<file path="src/sbcu_map.svh">
// Constants for the skip and branch condition unit
`ifndef SBCU_MAP_SVH
`define SBCU_MAP_SVH

// Widths
`define SBCU_PC_W        16
`define SBCU_OFS_W       7
`define SBCU_FLAGS_W     8
`define SBCU_FIDX_W      3
`define SBCU_CYC_W       2

// Reset values
`define SBCU_PC_RST      16'h0000
`define SBCU_CYC_RST     2'h0

// Field positions inside the processor flags register
`define SBCU_FLAG_CARRY  3'h0
`define SBCU_FLAG_NULL   3'h1

// Program counter steps
`define SBCU_STEP_SEQ    16'h0001
`define SBCU_STEP_SKIP1  16'h0002
`define SBCU_STEP_SKIP2  16'h0003
`define SBCU_STEP_BRANCH 16'h0001

// Execution cycle counts
`define SBCU_CYC_ONE     2'h1
`define SBCU_CYC_TWO     2'h2
`define SBCU_CYC_THREE   2'h3

`endif

</file>
<file path="src/sbcu_pkg.sv">
// Types shared by the skip and branch condition unit
package sbcu_pkg;

  typedef enum logic [3:0] {
    SBCU_OP_NONE      = 4'h0,
    SBCU_OP_SKIP_LOW  = 4'h1,
    SBCU_OP_SKIP_HIGH = 4'h2,
    SBCU_OP_BR_SET    = 4'h3,
    SBCU_OP_BR_CLEAR  = 4'h4,
    SBCU_OP_BR_EQ     = 4'h5,
    SBCU_OP_BR_NE     = 4'h6,
    SBCU_OP_BR_CS     = 4'h7,
    SBCU_OP_BR_CC     = 4'h8
  } sbcu_op_t;

  // Unsigned aliases share the carry encodings
  localparam sbcu_op_t SBCU_OP_BR_LOWER = SBCU_OP_BR_CS;
  localparam sbcu_op_t SBCU_OP_BR_SAME_OR_HIGHER = SBCU_OP_BR_CC;

  typedef enum logic [1:0] {
    SBCU_ST_READY = 2'b01,
    SBCU_ST_HOLD  = 2'b10
  } sbcu_state_t;

  // Sign-extend the 7-bit relative offset to program counter width
  function automatic logic [15:0] sbcu_sext(input logic [6:0] ofs);
    sbcu_sext = {{9{ofs[6]}}, ofs};
  endfunction

endpackage

</file>
<file path="src/sbcu_cond.sv">
// Condition evaluation for skip and branch instructions
`timescale 1ns/1ps
`default_nettype none
`include "sbcu_map.svh"

module sbcu_cond
  import sbcu_pkg::*;
(
  input  wire sbcu_op_t    op,
  input  wire logic        io_bit,
  input  wire logic [7:0]  flags,
  input  wire logic [2:0]  flag_index,
  output logic             is_skip,
  output logic             is_branch,
  output logic             cond_true
);

  logic sel_flag;
  logic null_flag;
  logic carry_flag;

  assign sel_flag   = flags[flag_index];
  assign null_flag  = flags[`SBCU_FLAG_NULL];
  assign carry_flag = flags[`SBCU_FLAG_CARRY];

  always_comb begin
    is_skip   = 1'b0;
    is_branch = 1'b0;
    cond_true = 1'b0;
    unique case (op)
      SBCU_OP_SKIP_LOW: begin
        is_skip   = 1'b1;
        cond_true = ~io_bit;
      end
      SBCU_OP_SKIP_HIGH: begin
        is_skip   = 1'b1;
        cond_true = io_bit;
      end
      SBCU_OP_BR_SET: begin
        is_branch = 1'b1;
        cond_true = sel_flag;
      end
      SBCU_OP_BR_CLEAR: begin
        is_branch = 1'b1;
        cond_true = ~sel_flag;
      end
      SBCU_OP_BR_EQ: begin
        is_branch = 1'b1;
        cond_true = null_flag;
      end
      SBCU_OP_BR_NE: begin
        is_branch = 1'b1;
        cond_true = ~null_flag;
      end
      SBCU_OP_BR_CS: begin
        is_branch = 1'b1;
        cond_true = carry_flag;
      end
      SBCU_OP_BR_CC: begin
        is_branch = 1'b1;
        cond_true = ~carry_flag;
      end
      SBCU_OP_NONE: begin
        cond_true = 1'b0;
      end
      default: begin
        cond_true = 1'b0;
      end
    endcase
  end

endmodule
`default_nettype wire

</file>
<file path="src/sbcu_top.sv">
// Skip and conditional branch unit: condition, next program counter, cycle count
`timescale 1ns/1ps
`default_nettype none
`include "sbcu_map.svh"

module sbcu_top
  import sbcu_pkg::*;
(
  input  wire logic        clk,
  input  wire logic        arst_n,
  input  wire logic        instr_valid,
  input  wire sbcu_op_t    instr_op,
  input  wire logic [2:0]  flag_index,
  input  wire logic [6:0]  branch_offset,
  input  wire logic        next_two_word,
  input  wire logic        io_bit,
  input  wire logic [7:0]  flags,
  input  wire logic        pc_load,
  input  wire logic [15:0] pc_load_value,
  output logic             instr_ready,
  output logic [15:0]      pc,
  output logic [1:0]       cycles,
  output logic             taken,
  output logic             skipped,
  output logic             retire,
  output logic             flags_write
);

  sbcu_state_t state;
  sbcu_state_t next_state;
  logic [1:0]  remain;
  logic [1:0]  next_remain;
  logic        accept;
  logic        is_skip;
  logic        is_branch;
  logic        cond_true;
  logic [15:0] next_pc;
  logic [1:0]  next_cycles;
  logic [15:0] branch_step;

  // Program counter plus a step, wrapping modulo the counter width
  function automatic logic [15:0] sbcu_pc_add(input logic [15:0] base,
                                              input logic [15:0] step);
    sbcu_pc_add = base + step;
  endfunction

  // True for a count that needs no cycle beyond its accept edge
  function automatic logic sbcu_single(input logic [1:0] count);
    sbcu_single = (count == `SBCU_CYC_ONE);
  endfunction

  sbcu_cond u_cond (
    .op         (instr_op),
    .io_bit     (io_bit),
    .flags      (flags),
    .flag_index (flag_index),
    .is_skip    (is_skip),
    .is_branch  (is_branch),
    .cond_true  (cond_true)
  );

  // New instructions are taken only once the previous one has used its cycles
  assign instr_ready = (state == SBCU_ST_READY);
  assign accept      = instr_valid & instr_ready;

  // Relative branch distance: signed offset plus one
  assign branch_step = sbcu_sext(branch_offset) + `SBCU_STEP_BRANCH;

  // Target of the instruction being accepted
  always_comb begin
    next_pc = sbcu_pc_add(pc, `SBCU_STEP_SEQ);
    if (is_skip && cond_true) begin
      if (next_two_word) begin
        next_pc = sbcu_pc_add(pc, `SBCU_STEP_SKIP2);
      end else begin
        next_pc = sbcu_pc_add(pc, `SBCU_STEP_SKIP1);
      end
    end else if (is_branch && cond_true) begin
      next_pc = sbcu_pc_add(pc, branch_step);
    end
  end

  // Execution length of the instruction being accepted
  always_comb begin
    next_cycles = `SBCU_CYC_ONE;
    if (cond_true && is_skip) begin
      next_cycles = next_two_word ? `SBCU_CYC_THREE : `SBCU_CYC_TWO;
    end else if (cond_true && is_branch) begin
      next_cycles = `SBCU_CYC_TWO;
    end
  end

  // Sequencer holding the unit busy for the extra cycles
  always_comb begin
    next_state  = state;
    next_remain = remain;
    unique case (state)
      SBCU_ST_READY: begin
        if (accept && !sbcu_single(next_cycles)) begin
          next_state  = SBCU_ST_HOLD;
          next_remain = next_cycles - `SBCU_CYC_ONE;
        end
      end
      SBCU_ST_HOLD: begin
        next_remain = remain - `SBCU_CYC_ONE;
        if (sbcu_single(remain)) begin
          next_state = SBCU_ST_READY;
        end
      end
      default: begin
        next_state  = SBCU_ST_READY;
        next_remain = `SBCU_CYC_RST;
      end
    endcase
  end

  always_ff @(posedge clk or negedge arst_n) begin
    if (!arst_n) begin
      state  <= SBCU_ST_READY;
      remain <= `SBCU_CYC_RST;
    end else begin
      state  <= next_state;
      remain <= next_remain;
    end
  end

  // Program counter; an external load wins so other instructions can redirect
  always_ff @(posedge clk or negedge arst_n) begin
    if (!arst_n) begin
      pc <= `SBCU_PC_RST;
    end else if (pc_load) begin
      pc <= pc_load_value;
    end else if (accept) begin
      pc <= next_pc;
    end
  end

  // Outcome of the most recent accepted instruction
  always_ff @(posedge clk or negedge arst_n) begin
    if (!arst_n) begin
      cycles  <= `SBCU_CYC_RST;
      taken   <= 1'b0;
      skipped <= 1'b0;
    end else if (accept) begin
      cycles  <= next_cycles;
      taken   <= is_branch & cond_true;
      skipped <= is_skip & cond_true;
    end
  end

  // One-cycle pulse in the cycle after the last cycle of each instruction
  always_ff @(posedge clk or negedge arst_n) begin
    if (!arst_n) begin
      retire <= 1'b0;
    end else begin
      retire <= (accept && sbcu_single(next_cycles)) ||
                ((state == SBCU_ST_HOLD) && sbcu_single(remain));
    end
  end

  // These instructions never write the flags
  always_ff @(posedge clk or negedge arst_n) begin
    if (!arst_n) begin
      flags_write <= 1'b0;
    end else begin
      flags_write <= 1'b0;
    end
  end

endmodule
`default_nettype wire

</file>
<file path="config.mk">
export PLATFORM = sky130hd
export DESIGN_NAME = sbcu_top
export DESIGN_NICKNAME = d
export VERILOG_FILES = /design/src/sbcu_pkg.sv /design/src/sbcu_cond.sv /design/src/sbcu_top.sv
export VERILOG_INCLUDE_DIRS = /design/src
export SDC_FILE = /design/constraint.sdc
export NUM_CORES = 1
export LEC_CHECK = 0
export BUFFER_PORTS_ARGS = -buffer_cell sky130_fd_sc_hd__buf_2
export CORE_ASPECT_RATIO = 1.4
export CORE_MARGIN = 2
export CORE_UTILIZATION = 49
export DETAILED_ROUTE_END_ITERATION = 8
export PLACE_DENSITY = 0.77
export SLEW_MARGIN = 25
export SYNTH_ARGS = -nofsm -noshare
export SYNTH_HDL_FRONTEND = slang
export SYNTH_SLANG_ARGS = --single-unit
</file>
<file path="constraint.sdc">
create_clock -name clk -period 2.1 [get_ports clk]
set_input_delay 0.315 -clock clk [delete_from_list [all_inputs] [get_ports clk]]
set_output_delay 0.315 -clock clk [all_outputs]
set_load 0.02 [all_outputs]
</file>
### Word-level counts from Yosys, hierarchy flattened

Index checks and enable logic that the tools add are counted.
Widths: inputs -> output; s select.

| operators by class | value |
|---|---|
| $add $sub $neg | 7 |
| magnitude comparators | 1 |
| equal/unequal tests | 14 |
| mux-type cells | 18 |
| bitwise logic cells | 7 |
| reductions and logical operators | 11 |

Operator list:

| operator | count |
|---|---|
| $mux 16 | 5 |
| $add 16x2->16 const B | 2 |
| $add 16x1->16 const B | 1 |
| $add 16x16->16 | 1 |
| $eq 4x3->1 const B | 4 |
| $mux 2 | 5 |
| $add 7x2->8 const B | 1 |
| $eq 4x2->1 const B | 2 |
| $pmux 1 s8 | 1 |
| $pmux 2 s2 | 2 |
| $eq 2x1->1 const B | 3 |
| $reduce_or 6->1 | 1 |
| $logic_and 1x1->1 | 5 |
| $eq 4x1->1 const B | 1 |
| $eq 4x4->1 const B | 1 |
| $lt 3x4->1 const B | 1 |
| $mux 1 | 4 |
| $not 1->1 | 4 |
| $sub 2x1->2 const B | 2 |
| $and 1x1->1 | 3 |
| $bmux 1 s3 | 1 |
| $eq 2x2->1 const B | 1 |
| $ne 2x1->1 const B | 1 |
| $ne 2x2->1 const B | 1 |
| 5 further kinds | 5 |

| word-level totals | value |
|---|---|
| register bits | 25 |
| bits of input ports | 44 |
| output and inout port bits | 23 |
| word-level logic and storage cells | 65 |

### Depth between registers and ports, before layout

| logic depth | value |
|---|---|
| depth in word-level cells | 12 |
| mapped depth | 18 |
| depth with buffers taken out | 16 |

### Modules after synthesis

From an unflattened synthesis, not the netlist that was laid out.

| second synthesis, totals | value |
|---|---|
| cells, all modules | 352 |
| area, all modules | 2671.3 µm² |

Modules (own cells, without submodules):

| module | instances | cells an instance | area each (µm²) | seq. area each (µm²) |
|---|---|---|---|---|
| sbcu_top | 1 | 329 | 2476.1 | 626.9 |
| sbcu_cond | 1 | 23 | 195.2 | 0.0 |

### Worst setup path before layout

OpenSTA, ideal clock, no wires.

| path | value |
|---|---|
| path kind | input port to flip-flop |
| from | input port flag_index[1] |
| to | register pc[14] |
| library setup time | 0.128 ns |
| arrival | 3.552 ns |
| data required time | 1.972 ns |
| setup slack | -1.580 ns |
| stages on the path | 17 |
| buffers on the path | 1 |
| cell sequence | mux4_1 mux2_4 nor4_2 nor3_1 and2_1 buf_6 nand2b_1 ha_1 inv_1 fa_1 nor2b_1 o2111ai_1 a31oi_1 a221oi_1 mux2_2 a21oi_1 o21ai_0 |

| between the ends | value |
|---|---|
| word-level cells in the longest chain between the ends | 9 |
| elaborated cells on any way between the ends | 10 |
| classes of those cells | mux: 7; bitwise: 1; reduce/logical: 2 |

RTL lines:

| item | line | source |
|---|---|---|
| start: declaration | sbcu_top.sv:13 | `input wire logic [2:0] flag_index,` |
| $bmux 1 s3 (*) | sbcu_cond.sv:22 | `assign sel_flag = flags[flag_index];` |
| $mux 1 (implied by the code) (*) | sbcu_cond.sv:22 |  |
| $not 1->1 | sbcu_cond.sv:45 | `cond_true = ~sel_flag;` |
| $pmux 1 s8 (*) | sbcu_cond.sv:30 | `unique case (op)` |
| $logic_and 1x1->1 | sbcu_top.sv:78 | `end else if (is_branch && cond_true) begin` |
| $mux 16 | sbcu_top.sv:78 |  |
| $mux 16 (*) | sbcu_top.sv:72 | `if (is_skip && cond_true) begin` |
| $mux 16 (*) | sbcu_top.sv:133 | `end else if (accept) begin` |
| $mux 16 (*) | sbcu_top.sv:131 | `end else if (pc_load) begin` |
| end signal: assignment | sbcu_top.sv:130 | `` pc <= `SBCU_PC_RST; `` |
| end signal: assignment | sbcu_top.sv:132 | `pc <= pc_load_value;` |
| end signal: assignment | sbcu_top.sv:134 | `pc <= next_pc;` |
| end: declaration | sbcu_top.sv:21 | `output logic [15:0] pc,` |

Mark *: on every way between the ends. The rest lies on a longest branch, timed or not. The select of a mux whose other input is x is not followed.
A chain may end at the register's enable or synchronous reset.

### Worst setup path after layout

| path | value |
|---|---|
| from | input port flag_index[1] |
| to | register pc[10] |

The elaborated chain is that of the path after synthesis.

==> results_dict.tcl <==
set metrics [dict create \
    maxCapViolations 0 \
    antenna_cells 0 \
    setup_violations 22 \
    p_clk_share_pct 9.2 \
    antenna_found_initial 0 \
    grt_max_degree 33 \
    cts_root_buf "clkbuf_8" \
    initial_core_util_pct 50.2 \
    fp-row-count 32 \
    dp_hpwl_um 7170 \
    cts_buffer_depth 2 \
    powerDensity_nw_per_um2 853 \
    cp.arrival_ns 3.53 \
    die_area_sq_um 6200 \
    max_freq_mhz 299 \
    slew_headroom_pct 59.3 \
    path_max_fanout 6 \
    p_sw_mw 1.60 \
    numCtsBuffers 3 \
    multi_input_area_sq_um 2190 \
    wl_per_cell_um 16.2 \
    yosys.area.top_type "dfrtp_1" \
    syn_to_final_growth_pct 49.3 \
    synth.most_common_cell "nor2_1" \
    final_area_sq_um 4080 \
    min_period_ns 3.35 \
    fin_skew_ns 0.00567 \
    grt.total_usage_pct 30.5 \
    n_fill_cell 401 \
    synth_commonest_cells "nor2_1, nand2_1, a21oi_1" \
    finalHoldViolCount 0 \
    worst_ep_required_time_ns 2.28 \
    drt_iter0_markers 130 \
    via_count 3312 \
    portBuffers 65 \
    combPwrFrac_pct 68.9 \
    worstPathCellList "buf_8, mux4_2, mux2_4, nor4_4, nor3_2, buf_4, a21oi_4, buf_4, ha_1, o21ai_1, a31oi_4, buf_4, buf_6, o21ai_1, nand2b_1, xor2_1, a31o_2" \
    drive_above_1_share_pct 42.4 \
    ir_drop_v 0.000486 \
    critPathKind "input pin to register" \
    syn_avg_cell_area_sq_um 7.81 \
    max_stage_delay_ns 0.50 \
    fin_crit_sh_pct 159 \
    syn-cell-area_sq_um 2740 \
    viasPerCell 5.85 \
    outcome "complete, but fails checks" \
    cp-end-kind "register" \
    synth_edf_count 0 \
    synth_top_area_share_pct 22.0 \
    regArea_sq_um 627 \
    synth.area.top_cells "dfrtp_1, ha_1, a21oi_1" \
    cp_num_buf_inv 5 \
    final-max-slew-violation-count 0 \
    slowest_stage "mux4_2" \
    clk_latency_ns 0.28 \
    switching_share_pct 46.0 \
    ioPinCount 67 \
    startpoint_type "input pin" \
    layout.nets 567 \
    cts_sinks 25 \
    ys_types 64 \
    finalWorstSetupSlack_ns -1.25 \
    cts_tree "done" \
    p_leak_nw 1.99 \
    yosys_most_used_dff "dfrtp_1" \
    rsz0062_at_grt "true" \
    p_int_mw 1.88 \
    cts_max_level 1 \
    route.detailed.drc 0 \
    finalPower_mw 3.48 \
    final_antenna_net_count 0 \
    drtPass1Iterations 5 \
    ys_seq_area_share_pct 22.9 \
    core_sq_um 5450 \
    hp-class "input pin to async pin" \
    overflow 0 \
    gp_congestion 1.02 \
    syn-num-nets 418 \
    grt_pass1_vias 3358 \
    placed_area_sq_um 3860 \
    synthCells 350 \
    die_y_um 92.4 \
    critPathTopFamily "compound AO/OA/AOI/OAI gates" \
    synth_warnings 0 \
    drt_wl_total_um 9180 \
    crit_path_frequent_cell "buf_4" \
    path_clk_slew_ns 0.10 \
    post-route-util_pct 75.0 \
    async_flop_share_pct 100 \
    violations "negative setup slack" \
    grt_pass1_wl_um 14800 \
    pwr-share-seq_pct 21.9 \
    ys_seq_elements 25 \
    tightest_slew_ns 0.611 \
    die_w_um 67.1 \
]
## power by group through the flow
stage | clock (mW) | sequential (mW) | combinational (mW)
after floorplan | 0 | 0.923 | 1.20
after global placement | 0 | 0.752 | 2.20
after detailed placement | 0 | 0.757 | 2.27
after CTS | 0.321 | 0.747 | 2.30
after global routing | 0.342 | 0.775 | 2.61
final | 0.319 | 0.763 | 2.40
## state kept, by name, summed over array words and instances (netlist names)
register and cells:
pc 16, cycles 2, remain 2, state 2
retire 1, skipped 1, taken 1
## cell families after synthesis
| kind of cell | Yosys count | share of synthesized area (%) |
|---|---|---|
| xor+xnor | 19 | 6.08 |
| buf+inv | 32 | 4.94 |
| other cells | 1 | 0.137 |
| fa+ha+maj | 24 | 11.3 |
| flops | 25 | 22.9 |
| mux | 9 | 4.76 |
| compound gates | 115 | 27.1 |
| simple gates | 125 | 22.8 |
## layout make-up
class	count	share of cell area (%)
flip-flops and latches	25	15.3
inverters	16	1.47
clock buffers	3	1.01
clock inverters	1	0.214
repair buffers	160	26.1
well taps	68	2.08
multi-input cells	293	53.7
## repair_timing
item	CTS	global route
setup buffers	3	3
pin swaps	9	15
gates resized for setup	11	15
endpoints found under the setup margin	22	22
hold buffers	0	0
cloned	0	0
## layout by cell type (no fill, tap or decap), types with 6 or more instances in the layout
cell,synthesis,routed
buf_4,1,90
o21ai_1,2,12
xor2_1,9,9
o21ai_0,30,17
nor3_1,8,7
a31oi_1,7,6
buf_2,3,64
a21oi_1,31,23
nand3_1,13,13
inv_1,16,15
xnor2_1,10,10
dfrtp_1,24,24
nand2_1,33,33
a21o_1,7,7
ha_1,23,18
a21oi_2,0,8
nor2_1,36,35
## final timing paths
path / from / endpoint / slack [ns] / cells after the start
min in group clk: pc_load_value[5] / pc[5]$_DFFE_PN0P_ / 0.24 / 3
max in group asynchronous: arst_n / pc[14]$_DFFE_PN0P_ / 1.67 / 1
min: arst_n / pc[13]$_DFFE_PN0P_ / 0.03 / 1
max reg2reg: pc[0]$_DFFE_PN0P_ / pc[10]$_DFFE_PN0P_ / -0.27 / 12
min reg2reg: cycles[1]$_DFFE_PN0P_ / cycles[1]$_DFFE_PN0P_ / 0.49 / 2
max: flag_index[1] / pc[10]$_DFFE_PN0P_ / -1.25 / 17
## metrics by stage
| stage | hold slack (ns) | TNS, ns | setup WS [ns] | cells |
|---|---|---|---|---|
| 2_1_floorplan | 0.0194 | -16.61 | -1.31 | 350 |
| 3_3_place_gp | 0.359 | -21.12 | -1.45 | 556 |
| 3_5_place_dp | 0.370 | -23.14 | -1.58 | 556 |
| 4_1_cts | 0.0633 | -15.27 | -1.21 | 563 |
| 5_1_grt | 0.0687 | -19.70 | -1.36 | 566 |
| 6_report | 0.0255 | -16.70 | -1.25 | 566 |
## routing by layer
layer | global-route usage, % | part of all wire, % | up-vias
li1 | - | - | 1572
met1 | 32.7 | 37 | 1566
met2 | 59.4 | 55 | 142
met3 | 2.19 | 4.5 | 32
met4 | 11.2 | 3.7 | 0
met5 | 0 | 0 | -
No activity file was read; power rests on OpenSTA's default activity.
